File: src/logic/asf_pkg.sv
// Shared constants and types for the asynchronous serial FIFO controller
package asf_pkg;
    localparam int DW = 8;
    localparam int FIFO_DEPTH = 16;
    localparam int RX_DEPTH_DEF = 4;
    localparam int BRG_W = 20;
    localparam logic [3:0] OVS_LAST = 4'hf;
    localparam logic [3:0] OVS_MID = 4'h7;
    localparam logic [3:0] FRAME_BITS_PAR = 4'hb;
    localparam logic [3:0] FRAME_BITS = 4'ha;
    localparam logic [3:0] DATA_BITS_PAR = 4'h9;
    localparam logic [3:0] DATA_BITS = 4'h8;
    localparam logic [7:0] CMD_STAT_CLR = 8'h04;
    localparam logic [7:0] CMD_SW_RESET = 8'h10;
    localparam int IE_RX = 0;
    localparam int IE_TX = 1;
    localparam int IE_STAT = 2;
    localparam int IE_TMR = 3;
    localparam int IE_MDM = 4;
    localparam int IE_W = 5;
    localparam int ST_PAR = 0;
    localparam int ST_FRM = 1;
    localparam int ST_OVR = 2;
    localparam int ST_MATCH = 3;
    localparam int ST_W = 4;
    localparam logic [2:0] ID_NONE = 3'h0;
    localparam logic [2:0] ID_RX = 3'h1;
    localparam logic [2:0] ID_TX = 3'h2;
    localparam logic [2:0] ID_STAT = 3'h3;
    localparam logic [2:0] ID_TMR = 3'h4;
    localparam logic [2:0] ID_MDM = 3'h5;
    localparam int CLK_NS = 10;
    localparam int TMO_NS = 7000000;
    localparam int TMO_CYC = TMO_NS / CLK_NS;
    typedef enum logic [1:0] {R_IDLE, R_START, R_BITS, R_STOP} asf_rx_t;
endpackage

File: src/logic/asf_brg.sv
// Rate generator: periodic tick divider or one-shot timeout timer
`timescale 1ns/1ns
module asf_brg #(
    parameter int CW = 20
) (
    input wire logic mclk,
    input wire logic arst_n,
    input wire logic clr,
    input wire logic [CW-1:0] div,
    input wire logic timer_mode,
    input wire logic start,
    output logic tick,
    output logic expired
);
    logic [CW-1:0] cnt_ff;
    logic run_ff;
    wire at_zero = cnt_ff == '0;
    // Divide by zero behaves as divide by one
    wire [CW-1:0] reload = (div == '0) ? '0 : div - 1'b1;
    assign tick = !timer_mode && at_zero;
    assign expired = timer_mode && run_ff && at_zero;

    always_ff @(posedge mclk or negedge arst_n) begin
        if (!arst_n) begin
            cnt_ff <= '0;
            run_ff <= 1'b0;
        end else if (clr) begin
            cnt_ff <= '0;
            run_ff <= 1'b0;
        end else if (timer_mode && start) begin
            cnt_ff <= reload;
            run_ff <= 1'b1;
        end else if (at_zero) begin
            cnt_ff <= timer_mode ? '0 : reload;
            run_ff <= 1'b0;
        end else begin
            cnt_ff <= cnt_ff - 1'b1;
        end
    end
endmodule

File: src/logic/asf_fifo.sv
// Synchronous FIFO with valid/ready on both sides and a level count
`timescale 1ns/1ns
module asf_fifo #(
    parameter int W = 8,
    parameter int D = 16,
    parameter int LW = $clog2(D + 1)
) (
    input wire logic mclk,
    input wire logic arst_n,
    input wire logic clr,
    input wire logic in_valid,
    output logic in_ready,
    input wire logic [W-1:0] in_data,
    output logic out_valid,
    input wire logic out_ready,
    output logic [W-1:0] out_data,
    output logic [LW-1:0] level
);
    localparam int AW = $clog2(D);
    logic [W-1:0] mem [D];
    logic [AW-1:0] wp_ff;
    logic [AW-1:0] rp_ff;
    logic [LW-1:0] cnt_ff;
    wire push = in_valid && in_ready;
    wire pop = out_valid && out_ready;
    assign in_ready = cnt_ff != LW'(D);
    assign out_valid = cnt_ff != '0;
    assign out_data = mem[rp_ff];
    assign level = cnt_ff;

    function automatic logic [AW-1:0] wrap_inc(input logic [AW-1:0] p);
        wrap_inc = (p == AW'(D - 1)) ? '0 : p + 1'b1;
    endfunction

    always_ff @(posedge mclk) begin
        if (push) begin
            mem[wp_ff] <= in_data;
        end
    end

    always_ff @(posedge mclk or negedge arst_n) begin
        if (!arst_n) begin
            wp_ff <= '0;
            rp_ff <= '0;
            cnt_ff <= '0;
        end else if (clr) begin
            wp_ff <= '0;
            rp_ff <= '0;
            cnt_ff <= '0;
        end else begin
            if (push) begin
                wp_ff <= wrap_inc(wp_ff);
            end
            if (pop) begin
                rp_ff <= wrap_inc(rp_ff);
            end
            cnt_ff <= cnt_ff + LW'(push) - LW'(pop);
        end
    end
endmodule

File: src/logic/asf_uart.sv
// Asynchronous serial controller with FIFOs, rate generators and interrupt steering
//
// Overview of operation
// (RULE1) Received char matching either control char flags status
// (RULE2) Enabled transmit interrupt fires while FIFO accepts; code fires only while transmit level is at or below tx_thresh
// (RULE3) Receive FIFO depth configurable, four supported
// (RULE4) Programmable thresholds; zero means one character interrupts
// (RULE5) Secondary generator runs as timeout timer
// (RULE6) Software selects receive and transmit clock sources
// (RULE7) Primary generator divides clock to bit rate
// (RULE8) Status-clear command clears all status
// (RULE9) Software reset command restores reset state; code leaves rx_data_ff holding the last character read
// (RULE10) Identification reports highest-priority pending source
// (RULE11) Level shows receive count; read removes one
// (RULE12) Level shows transmit count; write enqueues one
// (RULE13) Parity, framing, overrun flagged and raise status
// (RULE14) Status shows control character match occurred
// (RULE15) Modem line change interrupts; status read clears
// (RULE16) Modem must assert ready line; level reported
// (RULE17) Each interrupt source individually enabled
// (RULE18) Timer status read clears latched expiry
`timescale 1ns/1ns
module asf_uart #(
    parameter int TMO_CYC = asf_pkg::TMO_CYC,
    parameter int DEPTH = asf_pkg::FIFO_DEPTH,
    parameter int LW = $clog2(DEPTH + 1)
) (
    input wire logic mclk,
    input wire logic arst_n,
    input wire logic icm_wr,
    input wire logic [7:0] icm_data,
    input wire logic [7:0] ctrl_char_match_a,
    input wire logic [7:0] ctrl_char_match_b,
    input wire logic [asf_pkg::BRG_W-1:0] bit_rate_gen_primary,
    input wire logic [asf_pkg::BRG_W-1:0] bit_rate_gen_secondary,
    input wire logic sec_timer_mode,
    input wire logic timer_start,
    input wire logic receive_clock_source,
    input wire logic transmit_clock_source,
    input wire logic [LW-1:0] rx_depth,
    input wire logic [LW-1:0] rx_thresh,
    input wire logic [LW-1:0] tx_thresh,
    input wire logic [asf_pkg::IE_W-1:0] int_enable,
    input wire logic parity_en,
    input wire logic parity_odd,
    input wire logic tx_wr,
    input wire logic [7:0] tx_data,
    output logic tx_ready_ff,
    input wire logic rx_rd,
    output logic [7:0] rx_data_ff,
    output logic [LW-1:0] rx_level_ff,
    output logic [LW-1:0] tx_level_ff,
    output logic [asf_pkg::ST_W-1:0] rx_status_ff,
    input wire logic modem_status_rd,
    input wire logic dsr,
    output logic dsr_level_ff,
    output logic dsr_delta_ff,
    input wire logic timer_status_rd,
    output logic timer_exp_ff,
    output logic [2:0] interrupt_ident_ff,
    output logic irq_ff,
    input wire logic rxd,
    output logic txd_ff
);
    logic srst_ff;
    logic [3:0] tx_ov_ff;
    logic [3:0] tx_cnt_ff;
    logic [10:0] tx_sh_ff;
    logic tx_busy_ff;
    asf_pkg::asf_rx_t rx_st_ff;
    asf_pkg::asf_rx_t nxt_rx_st;
    logic [3:0] rx_ov_ff;
    logic [3:0] rx_cnt_ff;
    logic [8:0] rx_sh_ff;
    logic rx_done_ff;
    logic rx_ferr_ff;
    logic [LW-1:0] rx_lvl;
    logic [LW-1:0] tx_lvl;
    logic [7:0] rx_head;
    logic [7:0] tx_head;
    logic rx_valid;
    logic tx_valid;
    logic tx_in_ready;
    logic rx_in_ready;
    logic pri_tick;
    logic sec_tick;
    logic tmr_expire;

    // Command decode
    wire sw_rst = icm_wr && icm_data == asf_pkg::CMD_SW_RESET;
    wire clr_stat = icm_wr && icm_data == asf_pkg::CMD_STAT_CLR;

    // Clock source selection per direction
    wire rx_tick = receive_clock_source ? sec_tick : pri_tick; // RULE6
    wire tx_tick = transmit_clock_source ? sec_tick : pri_tick; // RULE6

    // Depth limit, zero or oversize falls back to the full buffer
    wire [LW-1:0] rx_lim = (rx_depth == '0 || rx_depth > LW'(DEPTH)) ? LW'(DEPTH) : rx_depth;
    wire rx_room = rx_lvl < rx_lim; // RULE3

    // Received character decode
    wire [7:0] rx_char = parity_en ? rx_sh_ff[7:0] : rx_sh_ff[8:1];
    wire rx_perr = parity_en && ((^rx_sh_ff) != parity_odd);
    wire rx_match = rx_char == ctrl_char_match_a || rx_char == ctrl_char_match_b;
    wire rx_push = rx_done_ff && rx_room;
    wire rx_pop = rx_rd && rx_valid;

    // Transmit framing
    wire tx_load = !tx_busy_ff && tx_valid;
    wire tx_par = (^tx_head) ^ parity_odd;
    wire tx_step = tx_busy_ff && tx_tick && tx_ov_ff == asf_pkg::OVS_LAST;

    // Interrupt sources
    wire [asf_pkg::IE_W-1:0] pend = {dsr_delta_ff, timer_exp_ff, |rx_status_ff,
        tx_lvl <= tx_thresh, rx_lvl > rx_thresh}; // RULE2 RULE4 RULE13
    wire [asf_pkg::IE_W-1:0] act = pend & int_enable; // RULE17
    wire [2:0] nxt_ident = act[asf_pkg::IE_RX] ? asf_pkg::ID_RX :
        act[asf_pkg::IE_TX] ? asf_pkg::ID_TX :
        act[asf_pkg::IE_STAT] ? asf_pkg::ID_STAT :
        act[asf_pkg::IE_TMR] ? asf_pkg::ID_TMR :
        act[asf_pkg::IE_MDM] ? asf_pkg::ID_MDM : asf_pkg::ID_NONE; // RULE10

    wire [asf_pkg::ST_W-1:0] st_set = {rx_done_ff && rx_match, rx_done_ff && !rx_room,
        rx_done_ff && rx_ferr_ff, rx_done_ff && rx_perr}; // RULE1 RULE13 RULE14
    wire dsr_chg = dsr != dsr_level_ff; // RULE15

    // Timer load falls back to the default timeout when left at zero
    wire [asf_pkg::BRG_W-1:0] sec_load = (sec_timer_mode && bit_rate_gen_secondary == '0)
        ? asf_pkg::BRG_W'(TMO_CYC) : bit_rate_gen_secondary;

    asf_brg #(.CW(asf_pkg::BRG_W)) u_brg_pri (
        .mclk(mclk),
        .arst_n(arst_n),
        .clr(srst_ff),
        .div(bit_rate_gen_primary),
        .timer_mode(1'b0),
        .start(1'b0),
        .tick(pri_tick),
        .expired()
    ); // RULE7

    asf_brg #(.CW(asf_pkg::BRG_W)) u_brg_sec (
        .mclk(mclk),
        .arst_n(arst_n),
        .clr(srst_ff),
        .div(sec_load),
        .timer_mode(sec_timer_mode),
        .start(timer_start),
        .tick(sec_tick),
        .expired(tmr_expire)
    ); // RULE5

    asf_fifo #(.W(8), .D(DEPTH), .LW(LW)) u_tx_fifo (
        .mclk(mclk),
        .arst_n(arst_n),
        .clr(srst_ff),
        .in_valid(tx_wr),
        .in_ready(tx_in_ready),
        .in_data(tx_data),
        .out_valid(tx_valid),
        .out_ready(tx_load),
        .out_data(tx_head),
        .level(tx_lvl)
    ); // RULE12

    asf_fifo #(.W(8), .D(DEPTH), .LW(LW)) u_rx_fifo (
        .mclk(mclk),
        .arst_n(arst_n),
        .clr(srst_ff),
        .in_valid(rx_push),
        .in_ready(rx_in_ready),
        .in_data(rx_char),
        .out_valid(rx_valid),
        .out_ready(rx_rd),
        .out_data(rx_head),
        .level(rx_lvl)
    ); // RULE11

    // Receiver sequencing on the sixteen-times tick
    always_comb begin
        nxt_rx_st = rx_st_ff;
        if (rx_tick) begin
            unique case (rx_st_ff)
                asf_pkg::R_IDLE: if (!rxd) nxt_rx_st = asf_pkg::R_START;
                asf_pkg::R_START: if (rx_ov_ff == asf_pkg::OVS_MID) begin
                    nxt_rx_st = rxd ? asf_pkg::R_IDLE : asf_pkg::R_BITS;
                end
                asf_pkg::R_BITS: if (rx_ov_ff == asf_pkg::OVS_LAST && rx_cnt_ff ==
                    (parity_en ? asf_pkg::DATA_BITS_PAR : asf_pkg::DATA_BITS) - 4'h1) begin
                    nxt_rx_st = asf_pkg::R_STOP;
                end
                asf_pkg::R_STOP: if (rx_ov_ff == asf_pkg::OVS_LAST) nxt_rx_st = asf_pkg::R_IDLE;
            endcase
        end
    end

    always_ff @(posedge mclk or negedge arst_n) begin
        if (!arst_n) begin
            rx_st_ff <= asf_pkg::R_IDLE;
            rx_ov_ff <= 4'h0;
            rx_cnt_ff <= 4'h0;
            rx_sh_ff <= 9'h000;
            rx_done_ff <= 1'b0;
            rx_ferr_ff <= 1'b0;
        end else if (srst_ff) begin
            rx_st_ff <= asf_pkg::R_IDLE; // RULE9
            rx_ov_ff <= 4'h0;
            rx_cnt_ff <= 4'h0;
            rx_done_ff <= 1'b0;
        end else begin
            rx_st_ff <= nxt_rx_st;
            rx_done_ff <= rx_tick && rx_st_ff == asf_pkg::R_STOP && nxt_rx_st == asf_pkg::R_IDLE;
            if (rx_tick) begin
                // Midpoint alignment restarts the phase at the start bit centre
                rx_ov_ff <= (rx_st_ff != nxt_rx_st) ? 4'h0 : rx_ov_ff + 4'h1;
                if (rx_st_ff == asf_pkg::R_BITS && rx_ov_ff == asf_pkg::OVS_LAST) begin
                    rx_sh_ff <= {rxd, rx_sh_ff[8:1]};
                    rx_cnt_ff <= rx_cnt_ff + 4'h1;
                end
                if (rx_st_ff == asf_pkg::R_START) begin
                    rx_cnt_ff <= 4'h0;
                end
                if (rx_st_ff == asf_pkg::R_STOP && rx_ov_ff == asf_pkg::OVS_LAST) begin
                    rx_ferr_ff <= !rxd; // RULE13
                end
            end
        end
    end

    // Transmitter: start, data, optional parity, stop shifted LSB first
    always_ff @(posedge mclk or negedge arst_n) begin
        if (!arst_n) begin
            tx_busy_ff <= 1'b0;
            tx_sh_ff <= 11'h7ff;
            tx_cnt_ff <= 4'h0;
            tx_ov_ff <= 4'h0;
            txd_ff <= 1'b1;
        end else if (srst_ff) begin
            tx_busy_ff <= 1'b0;
            tx_ov_ff <= 4'h0;
            txd_ff <= 1'b1;
        end else begin
            txd_ff <= tx_busy_ff ? tx_sh_ff[0] : 1'b1;
            if (tx_load) begin
                tx_busy_ff <= 1'b1;
                tx_ov_ff <= 4'h0;
                tx_sh_ff <= parity_en ? {1'b1, tx_par, tx_head, 1'b0}
                                      : {2'b11, tx_head, 1'b0};
                tx_cnt_ff <= parity_en ? asf_pkg::FRAME_BITS_PAR : asf_pkg::FRAME_BITS;
            end else if (tx_busy_ff && tx_tick) begin
                tx_ov_ff <= tx_ov_ff + 4'h1;
                if (tx_step) begin
                    tx_sh_ff <= {1'b1, tx_sh_ff[10:1]};
                    tx_cnt_ff <= tx_cnt_ff - 4'h1;
                    tx_busy_ff <= tx_cnt_ff != 4'h1;
                end
            end
        end
    end

    // Sticky status; a set in the clearing cycle survives
    always_ff @(posedge mclk or negedge arst_n) begin
        if (!arst_n) begin
            srst_ff <= 1'b0;
            rx_status_ff <= '0;
            timer_exp_ff <= 1'b0;
            dsr_delta_ff <= 1'b0;
            dsr_level_ff <= 1'b0;
        end else begin
            srst_ff <= sw_rst; // RULE9
            dsr_level_ff <= dsr; // RULE16
            rx_status_ff <= ((clr_stat || srst_ff) ? '0 : rx_status_ff) | st_set; // RULE8
            timer_exp_ff <= (timer_exp_ff && !clr_stat && !timer_status_rd && !srst_ff)
                || tmr_expire; // RULE5 RULE18
            dsr_delta_ff <= (dsr_delta_ff && !clr_stat && !modem_status_rd && !srst_ff)
                || dsr_chg; // RULE15
        end
    end

    // Registered host-facing view
    always_ff @(posedge mclk or negedge arst_n) begin
        if (!arst_n) begin
            rx_data_ff <= 8'h00;
            rx_level_ff <= '0;
            tx_level_ff <= '0;
            tx_ready_ff <= 1'b0;
            interrupt_ident_ff <= asf_pkg::ID_NONE;
            irq_ff <= 1'b0;
        end else begin
            if (rx_pop) begin
                rx_data_ff <= rx_head; // RULE11
            end
            rx_level_ff <= rx_lvl; // RULE11
            tx_level_ff <= tx_lvl; // RULE12
            tx_ready_ff <= tx_in_ready;
            interrupt_ident_ff <= nxt_ident; // RULE10
            irq_ff <= |act; // RULE2
        end
    end
endmodule
File: config.mk
export PLATFORM = sky130hd
export DESIGN_NAME = asf_uart
export DESIGN_NICKNAME = d
export VERILOG_FILES = /design/src/logic/asf_pkg.sv /design/src/logic/asf_brg.sv /design/src/logic/asf_fifo.sv /design/src/logic/asf_uart.sv
export SDC_FILE = /design/constraint.sdc
export NUM_CORES = 1
export LEC_CHECK = 0
export BUFFER_PORTS_ARGS = -buffer_cell sky130_fd_sc_hd__clkbuf_2
export CAP_MARGIN = 20
export CORE_MARGIN = 4
export CORE_UTILIZATION = 40
export CTS_CLUSTER_SIZE = 14
export DETAILED_ROUTE_END_ITERATION = 6
export HOLD_SLACK_MARGIN = 0.08
export PLACE_DENSITY_LB_ADDON = 0.15
export SYNTH_ARGS = -nofsm -noshare
export SYNTH_HDL_FRONTEND = slang
export SYNTH_SLANG_ARGS = --single-unit
File: constraint.sdc
create_clock -name mclk -period 7.6 [get_ports mclk]
set_input_delay 1.52 -clock mclk [delete_from_list [all_inputs] [get_ports mclk]]
set_output_delay 1.52 -clock mclk [all_outputs]
set_load 0.03 [all_outputs]
After elaboration in Yosys (flattened, before gate mapping) --
Memory sizes are Yosys's and may differ from the RTL's. A register that Yosys moved wholly into a read port is not among the register bits. Index checks and enable logic that the tools add are counted.
Storage, ports and cells: RAM bits 256, logic and storage cells 227, register bits 132, output and inout port bits 31, memory bits (read-only) 0, memories kept 2, input port bits 107, latch bits 0
Memories:
- u_rx_fifo.mem | words 16, bits a word 8, rd ports 1, clocked after Yosys merged registers in 1, write ports 1, line asf_fifo.sv:20 | logic [W-1:0] mem [D];
- u_tx_fifo.mem | words 16, bits a word 8, rd ports 1, clocked after Yosys merged registers in 0, write ports 1, line asf_fifo.sv:20
Cells by class: $lt $le $gt $ge 4, equal/unequal tests 21, shift-type cells 0, div/mod/pow operators 0, $add $sub $neg 17, reductions and logical operators 75, bitwise operators 4, multipliers 0, muxes and demuxes 74
Operators with widths (count):
- $mux 20 | 9
- $mux 4 | 26
- $logic_not 20->1 | 5
- $sub 20x1->20 const B | 4
- $mux 11 | 3
- $logic_and 1x1->1 | 31
- $add 4x1->4 const B | 7
- $eq 4x4->1 const B | 6
- $mux 1 | 18
- $eq 8x8->1 | 2
- $mux 3 | 5
- $mux 5 | 3
- $mux 2 | 7
- $reduce_bool 2->1 | 7
- $reduce_bool 3->1 | 4
- $add 5x1->5 | 2
- $mux 10 | 1
- $ne 5x5->1 const B | 2
- $reduce_bool 5->1 | 2
- $sub 5x1->5 | 2
- $logic_not 1->1 | 9
- $reduce_and 3->1 | 3
- $reduce_xor 9->1 | 1
- $eq 8x3->1 const B | 1
- other kinds (26) | 35

Logic depth before layout (Yosys ltp) --
depth in word-level cells 11, mapped depth 14, depth with buffers taken out 14

Modules after synthesis --
A second synthesis with hierarchy kept.
Unflattened totals: cell total of the unflattened synthesis 1438, area total of the unflattened synthesis 19333.5 um^2
By module, submodules not included:
- asf_fifo | cells an instance 335, area each 5918.2 um^2, times used 2, sequential area each 4169.0 um^2
- asf_uart | cells an instance 420, area each 4219.0 um^2, times used 1, sequential area each 1815.5 um^2
- asf_brg | cells an instance 174, area each 1639.1 um^2, times used 2, sequential area each 525.5 um^2

Worst setup path after synthesis --
No wires, ideal clock.
kind input port to flip-flop, start input port rx_depth[0], end memory u_rx_fifo.mem[3][0] (enable), stages on the path 10, library setup time 383 ps, path buffers 0, slack 2691 ps, arrival 4525 ps, data required time 7217 ps, path through or4_1 -> ha_1 -> nand2b_1 -> ha_1 -> a21o_1 -> a21o_1 -> a21o_1 -> a211oi_2 -> nand2_1 -> nor3_1
On the way: longest elaborated chain between the ends 8, elaborated cells on any way between the ends 9, classes of those cells 2 x order compare; 3 x mux; 4 x reduce/logical
RTL lines:
- start, declared | line asf_uart.sv:40 | input wire logic [LW-1:0] rx_depth,
- $gt 5x5->1 / $logic_not 5->1 (equally long branches) | line asf_uart.sv:98 | wire [LW-1:0] rx_lim = (rx_depth == '0 || rx_depth > LW'(DEPTH)) ? LW'(DEPTH) : rx_depth;
- $logic_or 1x1->1 | line asf_uart.sv:98
- $mux 5 (*) | line asf_uart.sv:98
- $lt 5x5->1 (*) | line asf_uart.sv:99 | wire rx_room = rx_lvl < rx_lim;
- $logic_and 1x1->1 (*) | line asf_uart.sv:105 | wire rx_push = rx_done_ff && rx_room;
- $logic_and 1x1->1 (*) | line asf_fifo.sv:24 | wire push = in_valid && in_ready;
- $mux 1 (*) | line asf_fifo.sv:36 | if (push) begin
- $mux 1 (not written as such) (*) | line asf_fifo.sv:37 | mem[wp_ff] <= in_data;
- end, declared | line asf_fifo.sv:20
Mark *: on every way between the ends. The rest lies on a longest branch, timed or not.

Worst setup path in the final report --
start input port rx_depth[0], end memory u_rx_fifo.mem[3][7] (enable)
The elaborated chain is that of the path after synthesis.

==> run metrics <==
fraction of layout cells with a size suffix above 1 a little over a fifth; RSZ-0062 raised after global routing no; largest net degree at the start of global routing 86; FP Rows approximately 80; Sink Count about 400; Leak 7.979 nW; clock-pin slew on the worst setup and hold paths approximately 0.060 ns; GPL Wtd Cong roughly 0.82; die area between 40000 and 50000 sq um; post-layout util between 40% and 50%; first-pass GRT wire length 66.57 mm; PnR worst setup slack roughly 2.6 ns; DP Wirelength ~30 mm; most frequent cells after synthesis edfxtp_1, dfrtp_1, nor2_1, nand2_1, xnor2_1; Seq cells post-synth 395; post-synth top area share a little over two fifths; hold crit path type reg -> reg; final setup TNS 0 ns; Final min period slightly above 5 ns; die width ~220 um; CP Data Arrival Time about 5.2 ns; Crit. End Element flip-flop; RR Startpoint u_tx_fifo.level[3]; Max Cap Viol 0; register area share after synthesis a little over 60%; Design Power between 6 and 7 mW; area occupied by multi-input gates 6769 sq um; outcome finished clean; worst slew pin tran roughly 1.0 ns; endpoints failing setup 0; asr flop ratio synth about a third; starting density of the core between 40% and 50%; clk_skew about 0.017 ns; WHS Path Cells 0; CP required roughly 7.8 ns; Resized cells post-CTS 0; hold-critical path endpoint tx_level_ff[0]; final worst path period share 66.16%; clk_lat worst skew between 0.5 and 0.6 ns; Longest Clk Path Bufs 3; Worst Path Max Fanout 10; Clk Tree Root Cell clkbuf_16; Ports about 140; syn_nets 1539; leading area contributor after synthesis edfxtp_1; port buffer count 137; Critical Path Source Type input port; vias per inst 5.267; post-CTS setup buffers 0; vias approximately 11000; mean post-synth cell area approximately 13 sq um; worst vdd ir ~0.00021 V; critical path class in -> reg; Filler Cell Count approximately 4100; fin nets between 1500 and 2000; Final Hold Viols 0; ant diodes 0; Power Density 317.9 nW/um^2; DRT Pass-1 Iters 6; Cells after Synth about 1400; Hold Slack between 0.3 and 0.4 ns; Die Ht between 200 and 250 um; Remaining DRCs 0; Max Fclk ~200 MHz; Slew Limit Fails 0; GRT Resource Usage Total between 10% and 20%; r2r setup slk 3.77 ns; Sequential cell area 11180 sq um; number of distinct library cells after synthesis 71; Place WS ~2.0 ns; worst reg2reg path endpoint u_tx_fifo.level[4]; area growth from synthesis to layout 15.24%; number of flops mapped to enable cells by yosys roughly 260; hold buffers post-CTS 0; Detailed Route WL around 43 mm; Hold Startpoint u_tx_fifo.level[0]; core box area roughly 45000 sq um; H-tree depth 2; CTS tree built; synthesized cell area between 15000 and 20000 sq um; antenna-violating nets left 0; Top FF cell, synth edfxtp_1; Slew headroom 30.63%; Routed WL per cell roughly 20 um; TritonCTS buffer count 46; vias in the first global route about 12000; Synth area leaders edfxtp_1, dfrtp_1, mux4_2, ha_1, xnor2_1; GRT overflow 0; Reg2Reg Depth 13; initial antenna violation count 4; Detailed Route Iter0 Violations approximately 650; count leader, synth edfxtp_1; Ys Warns 0
## cell type report
class,instances,share of cell area [%]
clock buffers,53,5.649
clock inverters,32,1.427
inverters,62,1.097
multi-input cells,866,31.90
flip-flops and latches,395,52.70
well taps,600,3.538
repair buffers,149,3.685
## placed cells by master, fill, tap and decap left out, types with 13 or more instances in the layout
master,Yosys,routed
edfxtp_1,256,256
clkbuf_2,0,136
dfrtp_1,128,125
nor2_1,108,108
nand2_1,88,88
xnor2_1,67,67
a21oi_1,64,64
inv_1,61,61
mux4_2,56,56
ha_1,50,50
clkbuf_16,0,47
xor2_1,46,46
o21ai_0,43,43
nor3_1,44,40
mux2i_1,40,40
nor4_1,23,23
mux2_2,20,20
o22ai_1,18,18
nand3_1,17,17
a221oi_1,16,16
nor2b_1,14,14
or4_1,13,13
## flip-flops by register name, summed over array words and instances (netlist names), 5 cells and up
name,count
rx_sh_ff,9
tx_level_ff,5
u_rx_fifo.level,5
rx_data_ff,8
u_tx_fifo.mem,128
u_rx_fifo.mem,128
rx_level_ff,5
tx_sh_ff,10
u_brg_pri.cnt_ff,20
u_brg_sec.cnt_ff,20
u_tx_fifo.level,5
## routing by layer
metal / global-route usage (%) / wire length, um / vias up
li1: - / - / 5435
met1: 23.94 / 19520 / 5612
met2: 27.19 / 19980 / 253
met3: 3.831 / 2416 / 54
met4: 3.818 / 741 / 6
met5: 0 / 25 / -
## how the worst max path moves through the flow
stage / slack (ns) / cells past startpoint / from / end
after global routing: 2.31 / 11 / rx_depth[0] / u_rx_fifo.mem[3][0]
after detailed placement: 1.97 / 11 / rx_depth[0] / u_rx_fifo.mem[0][1]
final: 2.57 / 11 / rx_depth[0] / u_rx_fifo.mem[3][7]
after global placement: 2.03 / 11 / rx_depth[0] / u_rx_fifo.mem[1][1]
after floorplan: 2.69 / 10 / rx_depth[0] / u_rx_fifo.mem[3][0]
after CTS: 2.57 / 11 / rx_depth[0] / u_rx_fifo.mem[0][4]
## through the flow
step           cells  area (sq um)
3_3_place_gp    2071         19710
2_1_floorplan   1380         18410
6_report        2157         21220
4_1_cts         2156         21210
3_5_place_dp    2071         19710
5_1_grt         2157         21220
## cell families after synthesis
group	share of synthesized area, %
AND/OR/NAND/NOR	10.29
AO/OA/AOI/OAI	6.999
flip-flops	60.72
XOR/XNOR	5.497
adder cells (fa/ha/maj)	3.615
multiplexers	10.25
buffers and inverters	2.630
## power breakdown
part           switching [mW]  internal (mW)
Sequential              0.266           2.57
Combinational           0.919          0.815
Clock                   0.871           1.30
## worst max-delay path: stages
cell and delay, ns:
clkbuf_2 0.09, or4_1 0.53, ha_1 0.31, nand2b_1 0.15, ha_1 0.26, a21o_1 0.15, a21o_1 0.16, a21o_1 0.19
a211oi_2 0.63, nand2_1 0.34, nor3_1 0.86
No activity file was read; power rests on OpenSTA's default activity.
